[config.mk]
export PLATFORM = sky130hd
export DESIGN_NAME = arso_top
export DESIGN_NICKNAME = d
export VERILOG_FILES = /design/src/verilog/arso_fifo.v /design/src/verilog/arso_top.v /design/src/verilog/arso_uart_tx.v
export VERILOG_INCLUDE_DIRS = /design/src /design/src/include
export SDC_FILE = /design/constraint.sdc
export NUM_CORES = 1
export LEC_CHECK = 0
export ABC_AREA = 1
export BUFFER_PORTS_ARGS = -buffer_cell sky130_fd_sc_hd__clkbuf_2
export CAP_MARGIN = 20
export CORE_ASPECT_RATIO = 1.4
export CORE_UTILIZATION = 45
export CTS_BUF_LIST = sky130_fd_sc_hd__clkbuf_8
export DETAILED_ROUTE_END_ITERATION = 12
export HOLD_SLACK_MARGIN = 0.12
export MAX_ROUTING_LAYER = met4
export SLEW_MARGIN = 20
export SYNTH_ARGS = -nofsm -noshare
export SYNTH_HDL_FRONTEND = slang
export SYNTH_SLANG_ARGS = --single-unit
[constraint.sdc]
create_clock -name core_clk -period 3.9 [get_ports core_clk]
set_input_delay 0 -clock core_clk [delete_from_list [all_inputs] [get_ports core_clk]]
set_output_delay 0 -clock core_clk [all_outputs]
set_load 0.01 [all_outputs]
[src/include/arso_consts.vh]
// constants for the ascii reading serial output block
`ifndef ARSO_CONSTS_VH
`define ARSO_CONSTS_VH

// core clock in kHz, keeps the cycle products inside 32 bits
`define ARSO_CLK_KHZ          100000
`define ARSO_CLK_HZ           (`ARSO_CLK_KHZ * 1000)

// character rates in characters per second
`define ARSO_SLOW_CHAR_PER_S  25
`define ARSO_FAST_CHAR_PER_S  100
// baud rates in bits per second
`define ARSO_SLOW_BAUD        300
`define ARSO_FAST_BAUD        1200
// least time between two new readings, in ms
`define ARSO_UPDATE_MIN_MS    150
// conversions per ten seconds (2.5 per second) and integration time in ms
`define ARSO_CONV_PER_10S     25
`define ARSO_INTEG_MS         100

// burst layout
`define ARSO_CHARS_PER_BURST  4'd11
`define ARSO_LAST_CHAR        4'd10
`define ARSO_POS_SIGN         4'd0
`define ARSO_POS_NUM1         4'd1
`define ARSO_POS_NUM2         4'd2
`define ARSO_POS_NUM3         4'd3
`define ARSO_POS_NUM4         4'd4
`define ARSO_POS_NUM5         4'd5
`define ARSO_POS_UNIT         4'd7
`define ARSO_POS_CR           4'd9
`define ARSO_POS_LF           4'd10

// reading format: magnitude in tenths of a degree
`define ARSO_AUTORANGE_LIMIT  16'd2000
`define ARSO_W4               16'd10000
`define ARSO_W3               16'd1000
`define ARSO_W2               16'd100
`define ARSO_W1               16'd10
`define ARSO_W0               16'd1
`define ARSO_TOP_DIGIT        3'd4

// ascii codes
`define ARSO_CH_PLUS          7'h2b
`define ARSO_CH_MINUS         7'h2d
`define ARSO_CH_DOT           7'h2e
`define ARSO_CH_SPACE         7'h20
`define ARSO_CH_ZERO          7'h30
`define ARSO_CH_E             7'h45
`define ARSO_CH_C             7'h43
`define ARSO_CH_F             7'h46
`define ARSO_CH_CR            7'h0d
`define ARSO_CH_LF            7'h0a

// serial frame: start, 7 data lsb first, even parity, stop
`define ARSO_FRAME_BITS       4'd10

// pin reset levels: fitted, unit, rate, loop, req_n
`define ARSO_PIN_RST          5'h07

`endif

[src/verilog/arso_fifo.v]
// small character fifo with valid/ready on both sides
`timescale 1ns/1ps
module arso_fifo #(
  parameter WIDTH = 7,
  parameter DEPTH = 4,
  parameter AW    = 2
) (
  // clock and reset
  input  wire             core_clk,
  input  wire             srst,
  // fill side
  input  wire             in_valid,
  output wire             in_ready,
  input  wire [WIDTH-1:0] in_data,
  // drain side
  output wire             out_valid,
  input  wire             out_ready,
  output wire [WIDTH-1:0] out_data
);

  reg [WIDTH-1:0] mem_reg [0:DEPTH-1];
  reg [AW-1:0]    wr_ptr_reg;
  reg [AW-1:0]    rd_ptr_reg;
  reg [AW:0]      count_reg;

  wire push = in_valid && in_ready;
  wire pop  = out_valid && out_ready;

  assign in_ready  = (count_reg != DEPTH[AW:0]);
  assign out_valid = (count_reg != {(AW+1){1'b0}});
  assign out_data  = mem_reg[rd_ptr_reg];

  // pointers wrap on depth so a non power of two depth works too
  always @(posedge core_clk) begin
    if (srst) begin
      wr_ptr_reg <= {AW{1'b0}};
      rd_ptr_reg <= {AW{1'b0}};
      count_reg  <= {(AW+1){1'b0}};
    end else begin
      if (push) begin
        mem_reg[wr_ptr_reg] <= in_data;
        wr_ptr_reg <= (wr_ptr_reg == DEPTH[AW-1:0] - 1'b1) ? {AW{1'b0}} : wr_ptr_reg + 1'b1;
      end
      if (pop)
        rd_ptr_reg <= (rd_ptr_reg == DEPTH[AW-1:0] - 1'b1) ? {AW{1'b0}} : rd_ptr_reg + 1'b1;
      if (push && !pop)
        count_reg <= count_reg + 1'b1;
      else if (pop && !push)
        count_reg <= count_reg - 1'b1;
    end
  end

endmodule // arso_fifo

[src/verilog/arso_top.v]
// reading formatter with strobed character output and serial output
`timescale 1ns/1ps
`include "arso_consts.vh"
module arso_top #(
  parameter CNT_W = 26,
  parameter BIT_W = 19,
  parameter FIFO_DEPTH = 4,
  parameter FIFO_AW = 2,
  parameter [CNT_W-1:0] SLOW_CHAR_CYC = `ARSO_CLK_HZ / `ARSO_SLOW_CHAR_PER_S,
  parameter [CNT_W-1:0] FAST_CHAR_CYC = `ARSO_CLK_HZ / `ARSO_FAST_CHAR_PER_S,
  parameter [BIT_W-1:0] SLOW_BIT_CYC = `ARSO_CLK_HZ / `ARSO_SLOW_BAUD,
  parameter [BIT_W-1:0] FAST_BIT_CYC = `ARSO_CLK_HZ / `ARSO_FAST_BAUD,
  parameter [CNT_W-1:0] UPDATE_MIN_CYC = `ARSO_CLK_KHZ * `ARSO_UPDATE_MIN_MS,
  parameter [CNT_W-1:0] CONV_PERIOD_CYC = `ARSO_CLK_KHZ * 10000 / `ARSO_CONV_PER_10S,
  parameter [CNT_W-1:0] INTEG_CYC = `ARSO_CLK_KHZ * `ARSO_INTEG_MS
) (
  // clock and reset
  input  wire        core_clk,
  input  wire        srst,
  // pins from outside the clock domain
  input  wire        xmit_req_n,
  input  wire        serial_req_loop,
  input  wire        rate_select,
  input  wire        unit_fahrenheit,
  input  wire        serial_fitted,
  // converter side
  output reg         conv_start_reg,
  output reg         integ_active_reg,
  input  wire        conv_done,
  input  wire        conv_negative,
  input  wire        conv_overrange,
  input  wire [15:0] conv_magnitude,
  // display side
  output reg  [15:0] disp_value_reg,
  output reg         disp_negative_reg,
  output reg         disp_overrange_reg,
  output reg         disp_update_reg,
  // character output
  output reg  [6:0]  char_data_reg,
  output reg         char_strobe_n_reg,
  // serial outputs, high is mark
  output wire        loop_txd,
  output wire        ttl_txd,
  // status
  output wire        xmit_busy
);

  localparam G_IDLE  = 2'd0;
  localparam G_DIGIT = 2'd1;
  localparam G_EMIT  = 2'd2;
  localparam G_DRAIN = 2'd3;

  // pin synchronisers: three flops, a change counts once the last two agree
  wire [4:0] pin_raw = {serial_fitted, unit_fahrenheit, rate_select, serial_req_loop, xmit_req_n};
  wire [4:0] pin_filt;
  localparam [4:0] PIN_RST = `ARSO_PIN_RST;

  genvar g;
  generate
    for (g = 0; g < 5; g = g + 1) begin : g_sync
      reg [2:0] sh_reg;
      reg       filt_reg;
      always @(posedge core_clk) begin
        if (srst) begin
          sh_reg   <= {3{PIN_RST[g]}};
          filt_reg <= PIN_RST[g];
        end else begin
          sh_reg <= {sh_reg[1:0], pin_raw[g]};
          if (sh_reg[1] == sh_reg[2])
            filt_reg <= sh_reg[2];
        end
      end
      assign pin_filt[g] = filt_reg;
    end
  endgenerate

  wire req_n_f   = pin_filt[0];
  wire loop_f    = pin_filt[1];
  wire rate_fast = pin_filt[2];
  wire unit_f    = pin_filt[3];
  wire fitted_f  = pin_filt[4];

  // conversion pacing and update spacing
  reg [CNT_W-1:0] conv_cnt_reg;
  reg [CNT_W-1:0] upd_cnt_reg;
  wire            upd_ok = (upd_cnt_reg >= UPDATE_MIN_CYC);

  always @(posedge core_clk) begin
    if (srst) begin
      conv_cnt_reg     <= {CNT_W{1'b0}};
      conv_start_reg   <= 1'b0;
      integ_active_reg <= 1'b0;
    end else begin
      conv_cnt_reg     <= (conv_cnt_reg == CONV_PERIOD_CYC - 1'b1) ? {CNT_W{1'b0}}
                                                                   : conv_cnt_reg + 1'b1;
      conv_start_reg   <= (conv_cnt_reg == {CNT_W{1'b0}});
      integ_active_reg <= (conv_cnt_reg < INTEG_CYC);
    end
  end

  // display latch has no path from the request logic
  always @(posedge core_clk) begin
    if (srst) begin
      upd_cnt_reg        <= UPDATE_MIN_CYC;
      disp_value_reg     <= 16'h0000;
      disp_negative_reg  <= 1'b0;
      disp_overrange_reg <= 1'b0;
      disp_update_reg    <= 1'b0;
    end else begin
      disp_update_reg <= 1'b0;
      if (conv_done && upd_ok) begin
        upd_cnt_reg        <= {CNT_W{1'b0}};
        disp_value_reg     <= conv_magnitude;
        disp_negative_reg  <= conv_negative;
        disp_overrange_reg <= conv_overrange;
        disp_update_reg    <= 1'b1;
      end else if (!upd_ok) begin
        upd_cnt_reg <= upd_cnt_reg + 1'b1;
      end
    end
  end

  // burst generator
  reg [1:0]  gen_state_reg;
  reg [15:0] rem_reg;
  reg [19:0] dig_reg;
  reg [2:0]  dig_idx_reg;
  reg [3:0]  ch_idx_reg;
  reg        snap_neg_reg;
  reg        snap_ovr_reg;
  reg        snap_tenths_reg;
  reg        serial_only_reg;
  reg        loop_prev_reg;
  reg [15:0] weight;
  reg [6:0]  burst_char;

  wire gen_idle  = (gen_state_reg == G_IDLE);
  wire loop_fall = loop_prev_reg && !loop_f;
  wire start_par = gen_idle && !req_n_f;
  wire start_ser = gen_idle && loop_fall && fitted_f;

  wire       fifo_in_valid = (gen_state_reg == G_EMIT);
  wire       fifo_in_ready;
  wire       fifo_out_valid;
  wire       fifo_out_ready;
  wire [6:0] fifo_out_data;

  reg              seq_active_reg;
  reg [CNT_W-1:0]  seq_cnt_reg;
  wire             uart_busy;

  assign xmit_busy = !gen_idle;

  always @* begin
    case (dig_idx_reg)
      3'd4:    weight = `ARSO_W4;
      3'd3:    weight = `ARSO_W3;
      3'd2:    weight = `ARSO_W2;
      3'd1:    weight = `ARSO_W1;
      default: weight = `ARSO_W0;
    endcase
  end

  // character at the current burst position
  always @* begin
    case (ch_idx_reg)
      `ARSO_POS_SIGN: burst_char = snap_neg_reg ? `ARSO_CH_MINUS : `ARSO_CH_PLUS;
      `ARSO_POS_NUM1: burst_char = snap_ovr_reg ? `ARSO_CH_E :
                                   `ARSO_CH_ZERO + {3'b000, snap_tenths_reg ? dig_reg[15:12]
                                                                            : dig_reg[19:16]};
      `ARSO_POS_NUM2: burst_char = snap_ovr_reg ? `ARSO_CH_E :
                                   `ARSO_CH_ZERO + {3'b000, snap_tenths_reg ? dig_reg[11:8]
                                                                            : dig_reg[15:12]};
      `ARSO_POS_NUM3: burst_char = snap_ovr_reg ? `ARSO_CH_E :
                                   `ARSO_CH_ZERO + {3'b000, snap_tenths_reg ? dig_reg[7:4]
                                                                            : dig_reg[11:8]};
      `ARSO_POS_NUM4: burst_char = snap_ovr_reg ? `ARSO_CH_E :
                                   snap_tenths_reg ? `ARSO_CH_DOT
                                                   : `ARSO_CH_ZERO + {3'b000, dig_reg[7:4]};
      `ARSO_POS_NUM5: burst_char = (snap_tenths_reg && !snap_ovr_reg)
                                   ? `ARSO_CH_ZERO + {3'b000, dig_reg[3:0]} : `ARSO_CH_SPACE;
      `ARSO_POS_UNIT: burst_char = unit_f ? `ARSO_CH_F : `ARSO_CH_C;
      `ARSO_POS_CR:   burst_char = `ARSO_CH_CR;
      `ARSO_POS_LF:   burst_char = `ARSO_CH_LF;
      default:        burst_char = `ARSO_CH_SPACE;
    endcase
  end

  always @(posedge core_clk) begin
    if (srst) begin
      gen_state_reg   <= G_IDLE;
      rem_reg         <= 16'h0000;
      dig_reg         <= 20'h00000;
      dig_idx_reg     <= 3'd0;
      ch_idx_reg      <= 4'h0;
      snap_neg_reg    <= 1'b0;
      snap_ovr_reg    <= 1'b0;
      snap_tenths_reg <= 1'b0;
      serial_only_reg <= 1'b0;
      loop_prev_reg   <= 1'b1;
    end else begin
      // edge history runs during bursts too, so a busy-time edge is lost
      loop_prev_reg <= loop_f;
      case (gen_state_reg)
        G_IDLE: begin
          if (start_par || start_ser) begin
            // snapshot so a display update cannot tear a burst
            rem_reg         <= disp_value_reg;
            snap_neg_reg    <= disp_negative_reg;
            snap_ovr_reg    <= disp_overrange_reg;
            snap_tenths_reg <= (disp_value_reg < `ARSO_AUTORANGE_LIMIT);
            serial_only_reg <= !start_par;
            dig_reg         <= 20'h00000;
            dig_idx_reg     <= `ARSO_TOP_DIGIT;
            gen_state_reg   <= G_DIGIT;
          end
        end
        G_DIGIT: begin
          // repeated subtraction, slow but tiny and far inside a character time
          if (rem_reg >= weight) begin
            rem_reg <= rem_reg - weight;
            dig_reg[dig_idx_reg*4 +: 4] <= dig_reg[dig_idx_reg*4 +: 4] + 1'b1;
          end else if (dig_idx_reg == 3'd0) begin
            ch_idx_reg    <= 4'h0;
            gen_state_reg <= G_EMIT;
          end else begin
            dig_idx_reg <= dig_idx_reg - 1'b1;
          end
        end
        G_EMIT: begin
          if (fifo_in_ready) begin
            ch_idx_reg <= ch_idx_reg + 1'b1;
            if (ch_idx_reg == `ARSO_LAST_CHAR)
              gen_state_reg <= G_DRAIN;
          end
        end
        G_DRAIN: begin
          if (!fifo_out_valid && !seq_active_reg && !uart_busy)
            gen_state_reg <= G_IDLE;
        end
        default: gen_state_reg <= G_IDLE;
      endcase
    end
  end

  arso_fifo #(
    .WIDTH (7),
    .DEPTH (FIFO_DEPTH),
    .AW    (FIFO_AW)
  ) u_fifo (
    .core_clk  (core_clk),
    .srst      (srst),
    .in_valid  (fifo_in_valid),
    .in_ready  (fifo_in_ready),
    .in_data   (burst_char),
    .out_valid (fifo_out_valid),
    .out_ready (fifo_out_ready),
    .out_data  (fifo_out_data)
  );

  // character sequencer: one character per character period
  wire [CNT_W-1:0] char_cyc  = rate_fast ? FAST_CHAR_CYC : SLOW_CHAR_CYC;
  wire [BIT_W-1:0] bit_cyc   = rate_fast ? FAST_BIT_CYC : SLOW_BIT_CYC;
  wire [CNT_W-1:0] fall_at   = char_cyc >> 1;
  wire [CNT_W-1:0] rise_at   = char_cyc - (char_cyc >> 2);
  wire             take_char = fifo_out_valid && !seq_active_reg;
  wire             uart_go   = take_char && fitted_f;

  assign fifo_out_ready = !seq_active_reg;

  always @(posedge core_clk) begin
    if (srst) begin
      seq_active_reg    <= 1'b0;
      seq_cnt_reg       <= {CNT_W{1'b0}};
      char_data_reg     <= 7'h00;
      char_strobe_n_reg <= 1'b1;
    end else if (take_char) begin
      // the take edge is cycle one, so a character period is exactly char_cyc
      seq_active_reg    <= 1'b1;
      seq_cnt_reg       <= {{(CNT_W-1){1'b0}}, 1'b1};
      char_data_reg     <= fifo_out_data;
      char_strobe_n_reg <= 1'b1;
    end else if (seq_active_reg) begin
      seq_cnt_reg <= seq_cnt_reg + 1'b1;
      // lines settle half a period before the falling edge
      if (seq_cnt_reg == fall_at && !serial_only_reg)
        char_strobe_n_reg <= 1'b0;
      else if (seq_cnt_reg == rise_at)
        char_strobe_n_reg <= 1'b1;
      if (seq_cnt_reg == char_cyc - 1'b1)
        seq_active_reg <= 1'b0;
    end
  end

  // a frame is shorter than a character period at both rates
  wire uart_txd;

  arso_uart_tx #(
    .BIT_W (BIT_W)
  ) u_uart (
    .core_clk   (core_clk),
    .srst       (srst),
    .start      (uart_go),
    .data       (fifo_out_data),
    .bit_cycles (bit_cyc),
    .txd_reg    (uart_txd),
    .busy       (uart_busy)
  );

  assign loop_txd = uart_txd;
  assign ttl_txd  = uart_txd;

endmodule // arso_top

[src/verilog/arso_uart_tx.v]
// asynchronous serial transmitter for one 7-bit character
`timescale 1ns/1ps
`include "arso_consts.vh"
module arso_uart_tx #(
  parameter BIT_W = 19
) (
  // clock and reset
  input  wire             core_clk,
  input  wire             srst,
  // character in
  input  wire             start,
  input  wire [6:0]       data,
  input  wire [BIT_W-1:0] bit_cycles,
  // line out, high is mark
  output reg              txd_reg,
  output wire             busy
);

  reg [9:0]       shift_reg;
  reg [3:0]       bits_left_reg;
  reg [BIT_W-1:0] cyc_reg;

  assign busy = (bits_left_reg != 4'h0);

  always @(posedge core_clk) begin
    if (srst) begin
      txd_reg       <= 1'b1;
      shift_reg     <= 10'h3ff;
      bits_left_reg <= 4'h0;
      cyc_reg       <= {BIT_W{1'b0}};
    end else if (start && !busy) begin
      // same frame for loop and ttl outputs
      txd_reg       <= 1'b0;
      shift_reg     <= {1'b1, ^data, data, 1'b0};
      bits_left_reg <= `ARSO_FRAME_BITS;
      cyc_reg       <= {BIT_W{1'b0}};
    end else if (busy) begin
      if (cyc_reg == bit_cycles - 1'b1) begin
        cyc_reg       <= {BIT_W{1'b0}};
        shift_reg     <= {1'b1, shift_reg[9:1]};
        txd_reg       <= shift_reg[1];
        bits_left_reg <= bits_left_reg - 1'b1;
      end else begin
        cyc_reg <= cyc_reg + 1'b1;
      end
    end else begin
      txd_reg <= 1'b1;
    end
  end

endmodule // arso_uart_tx
==> impl_results.md <==
- Run status: finished clean
- Initial antenna violation count: 0
- Post-synth net total: 2050
- Synthesis-to-layout area growth: 14.7%
- Slew Viols, Final: 0
- DRC viols: 0
- CORE AREA: 29400 um^2
- Cell area after synthesis: 13600 um^2
- Share of post-route cells with drive strength above 1: 8.82%
- H-tree lvl count: 2
- Worst-path cell chain: nand3_1, nor3_1, nand4_1, nand2_1, buf_4, nand3_1, inv_2, nand2_1, dlygate4sd3_1, o21ai_0, dlygate4sd3_1
- GRT Util Overall: 24.9%
- Netlist cell types: 58
- CP Class: reg2reg
- Fin util: 53.0%
- Largest net degree at the start of global routing: 49
- Fin Hold WS: 175 ps
- FF-to-FF path depth: 11
- Die X-Extent: 149 um
- Synthesized area per cell: 6.87 um^2
- Slew HR: 51.5%
- Max FFs per register: 28
- Final hold vios: 0
- DRT Wirelength: 37.2 mm
- Crit-path slowest cell: dlygate4sd3_1
- Clock buffer count from CTS: 43
- Critical Path Fanout Max: 19
- WL/cell: 14.9 um
- Period utilisation layout: 90.3%
- Lkg Pwr: 6.40 nW
- Hold Crit Depth: 3
- Synth Warn #: 0
- Yosys top cell area share: 32.2%
- Worst-margin pin slew: 726 ps
- Num rows: 74
- Initial DRC Count: 509
- Worst R2R Start: upd_cnt_reg[18]$_SDFFE_PP1P_
- Ys flop type: dfxtp_1
- TritonCTS clock tree: done
- Worst Hold Endpoint: g_sync[1].sh_reg[0]$_SDFF_PP1_
- I/O pin count: 58
- Vias in the first global route: 12565
- Hold WC Path Type: in2reg
- CTS clk-pin slew, worst paths: 70 ps
- Flops & latches, synth: 247
- FF-to-FF setup slack: 380 ps
- Pre-antenna DRT Iters: 5
- Crit path launch type: register
- DP Area: 14200 um^2
- Post-Syn Instances: 1979
- Setup crit end kind: register
- Max stage delay on crit path: 600 ps
- Register Area: 5230 um^2
- Multi-input logic area: 7130 um^2
- Max VDD drop: 0.000421 V
- Ys async rst share: 0%
- Nets@finish: 2158
- PortBufs: 57
- Post-synth EDFFs: 28
- Tmin final: 3520 ps
- Commonest non-fill, non-tap cell in the layout: nand2_1
- Critical path data required time: 4400 ps
- RSZ-0062 raised after global routing: no
- Most frequent cells in the layout: nand2_1 (485), inv_1 (270), nor2_1 (222)
- Hold Startpoint: serial_req_loop
- Fillers: 2883
- Leading area contributor after synthesis: dfxtp_1
- Max cap viols: 0
- Total number of vias: 12984
- Clock sink total: 247
- CTS max path bufs: 3
- Worst-skew pair later-pin latency: 560 ps
- Design area: 15600 um^2
- Die ar.: 30900 um^2
- Setup-failing EPs final: 0
- Die Ht: 208 um
- RR Endpoint: disp_value_reg[6]$_SDFFE_PP0P_
- First-pass GRT wire length: 60.8 mm
- Pwr per Cell Area: 628 nW/um^2
- Clock Skew: 13.3 ps
- Seq/Total Area, Yosys: 38.4%
- Setup tns final: 0 ps
- Antenna diode count: 0
- Clock root buffer: clkbuf_8
- Crit path DAT: 4020 ps
- Initial core utilization: 46.2%
- HPWL after DPL: 27.1 mm
- Routability cong.: 0.910
- Total global routing overflow: 0
- DRT antenna net count: 0
- Synth top area cells: dfxtp_1 (32%), nand2_1 (13%), inv_1 (7.0%)
- Max Clk Rate: 0.284 GHz
- Vias per cell: 5.19
-- per-layer routing --
metal / GRT usage (%) / part of all wire (%)
met1: 26.2 / 40
met2: 45.0 / 51
met5: - / 0
met4: 12.4 / 4.5
met3: 3.25 / 3.7
-- how the worst max path moves through the flow --
stage | startpoint | to | slack [ps] | depth (start not counted)
floorplan | dig_idx_reg[0]$_SDFFE_PP0P_ | rem_reg[10]$_SDFFE_PP0P_ | 980 | 21
global placement | dig_idx_reg[0]$_SDFFE_PP0P_ | dig_reg[19]$_SDFFE_PP0P_ | 640 | 21
detailed placement | dig_idx_reg[1]$_SDFFE_PP0P_ | dig_reg[11]$_SDFFE_PP0P_ | 530 | 22
CTS | upd_cnt_reg[18]$_SDFFE_PP1P_ | disp_value_reg[5]$_SDFFE_PP0P_ | 470 | 11
global route | upd_cnt_reg[18]$_SDFFE_PP1P_ | disp_value_reg[4]$_SDFFE_PP0P_ | 70 | 11
finish | upd_cnt_reg[18]$_SDFFE_PP1P_ | disp_value_reg[6]$_SDFFE_PP0P_ | 380 | 11
-- what timing repair did --
item	in CTS	in global routing
hold endpoints to repair	69	0
gates resized for setup	0	0
buffers inserted	0	0
hold buffers	50	0
-- worst max-delay path: cells and delay by family, from the launching register on --
family | cells | cell delay [ps]
DFF | 1 | 460
and+or+nand+nor | 6 | 1190
AOI/OAI and AO/OA | 1 | 70
buffers and inverters | 4 | 1740
-- synth_stat cells (3+ instances only) --
cell,number
nand2_1,485
inv_1,253
nor2_1,222
dfxtp_1,219
nand3_1,125
o21ai_0,122
a21oi_1,120
nor3_1,61
nand4_1,54
ha_1,43
xor2_1,31
edfxtp_1,28
clkbuf_1,23
or2_2,18
buf_2,17
nor4_1,15
nor3b_1,14
xnor2_1,13
a31oi_1,9
inv_2,9
nand3_2,9
o211ai_1,9
a211oi_1,7
buf_4,7
nand2_2,5
o221ai_1,5
and3_1,4
buf_1,4
clkinv_1,3
nand2_4,3
nand3b_1,3
nor2_2,3
nor3_2,3
o22ai_1,3
o31ai_1,3
-- per-stage QoR --
stage               instances  setup WS [ps]  total power, mW
CTS                      2501            474             9.85
finish                   2501            377             9.79
global placement         2372            638             7.17
floorplan                1979            984             6.18
detailed placement       2372            531             7.21
global route             2501           67.9             10.6
-- layout make-up --
class | count | area share [%]
sequential | 247 | 33.5
multi-input combinational | 1414 | 45.7
clock buffer | 53 | 4.68
clock inverter | 26 | 1.24
inverter | 265 | 6.38
tap | 380 | 3.05
timing repair buffer | 116 | 5.47
-- cell families after synthesis --
kind of cell,Yosys count,share of synthesized area (%)
compound gates,292,11.7
simple gates,1033,33.6
buf+inv,318,9.19
fa+ha+maj,45,4.25
xor+xnor,44,2.83
flops,247,38.4
-- where the power goes --
group | total, mW | switching, mW | internal, mW
logic | 4.01 | 2.71 | 1.31
registers | 3.25 | 0.338 | 2.92
clock network | 2.53 | 1.09 | 1.43
total | 9.79 | 4.14 | 5.65
No activity file was read; power rests on OpenSTA's default activity.
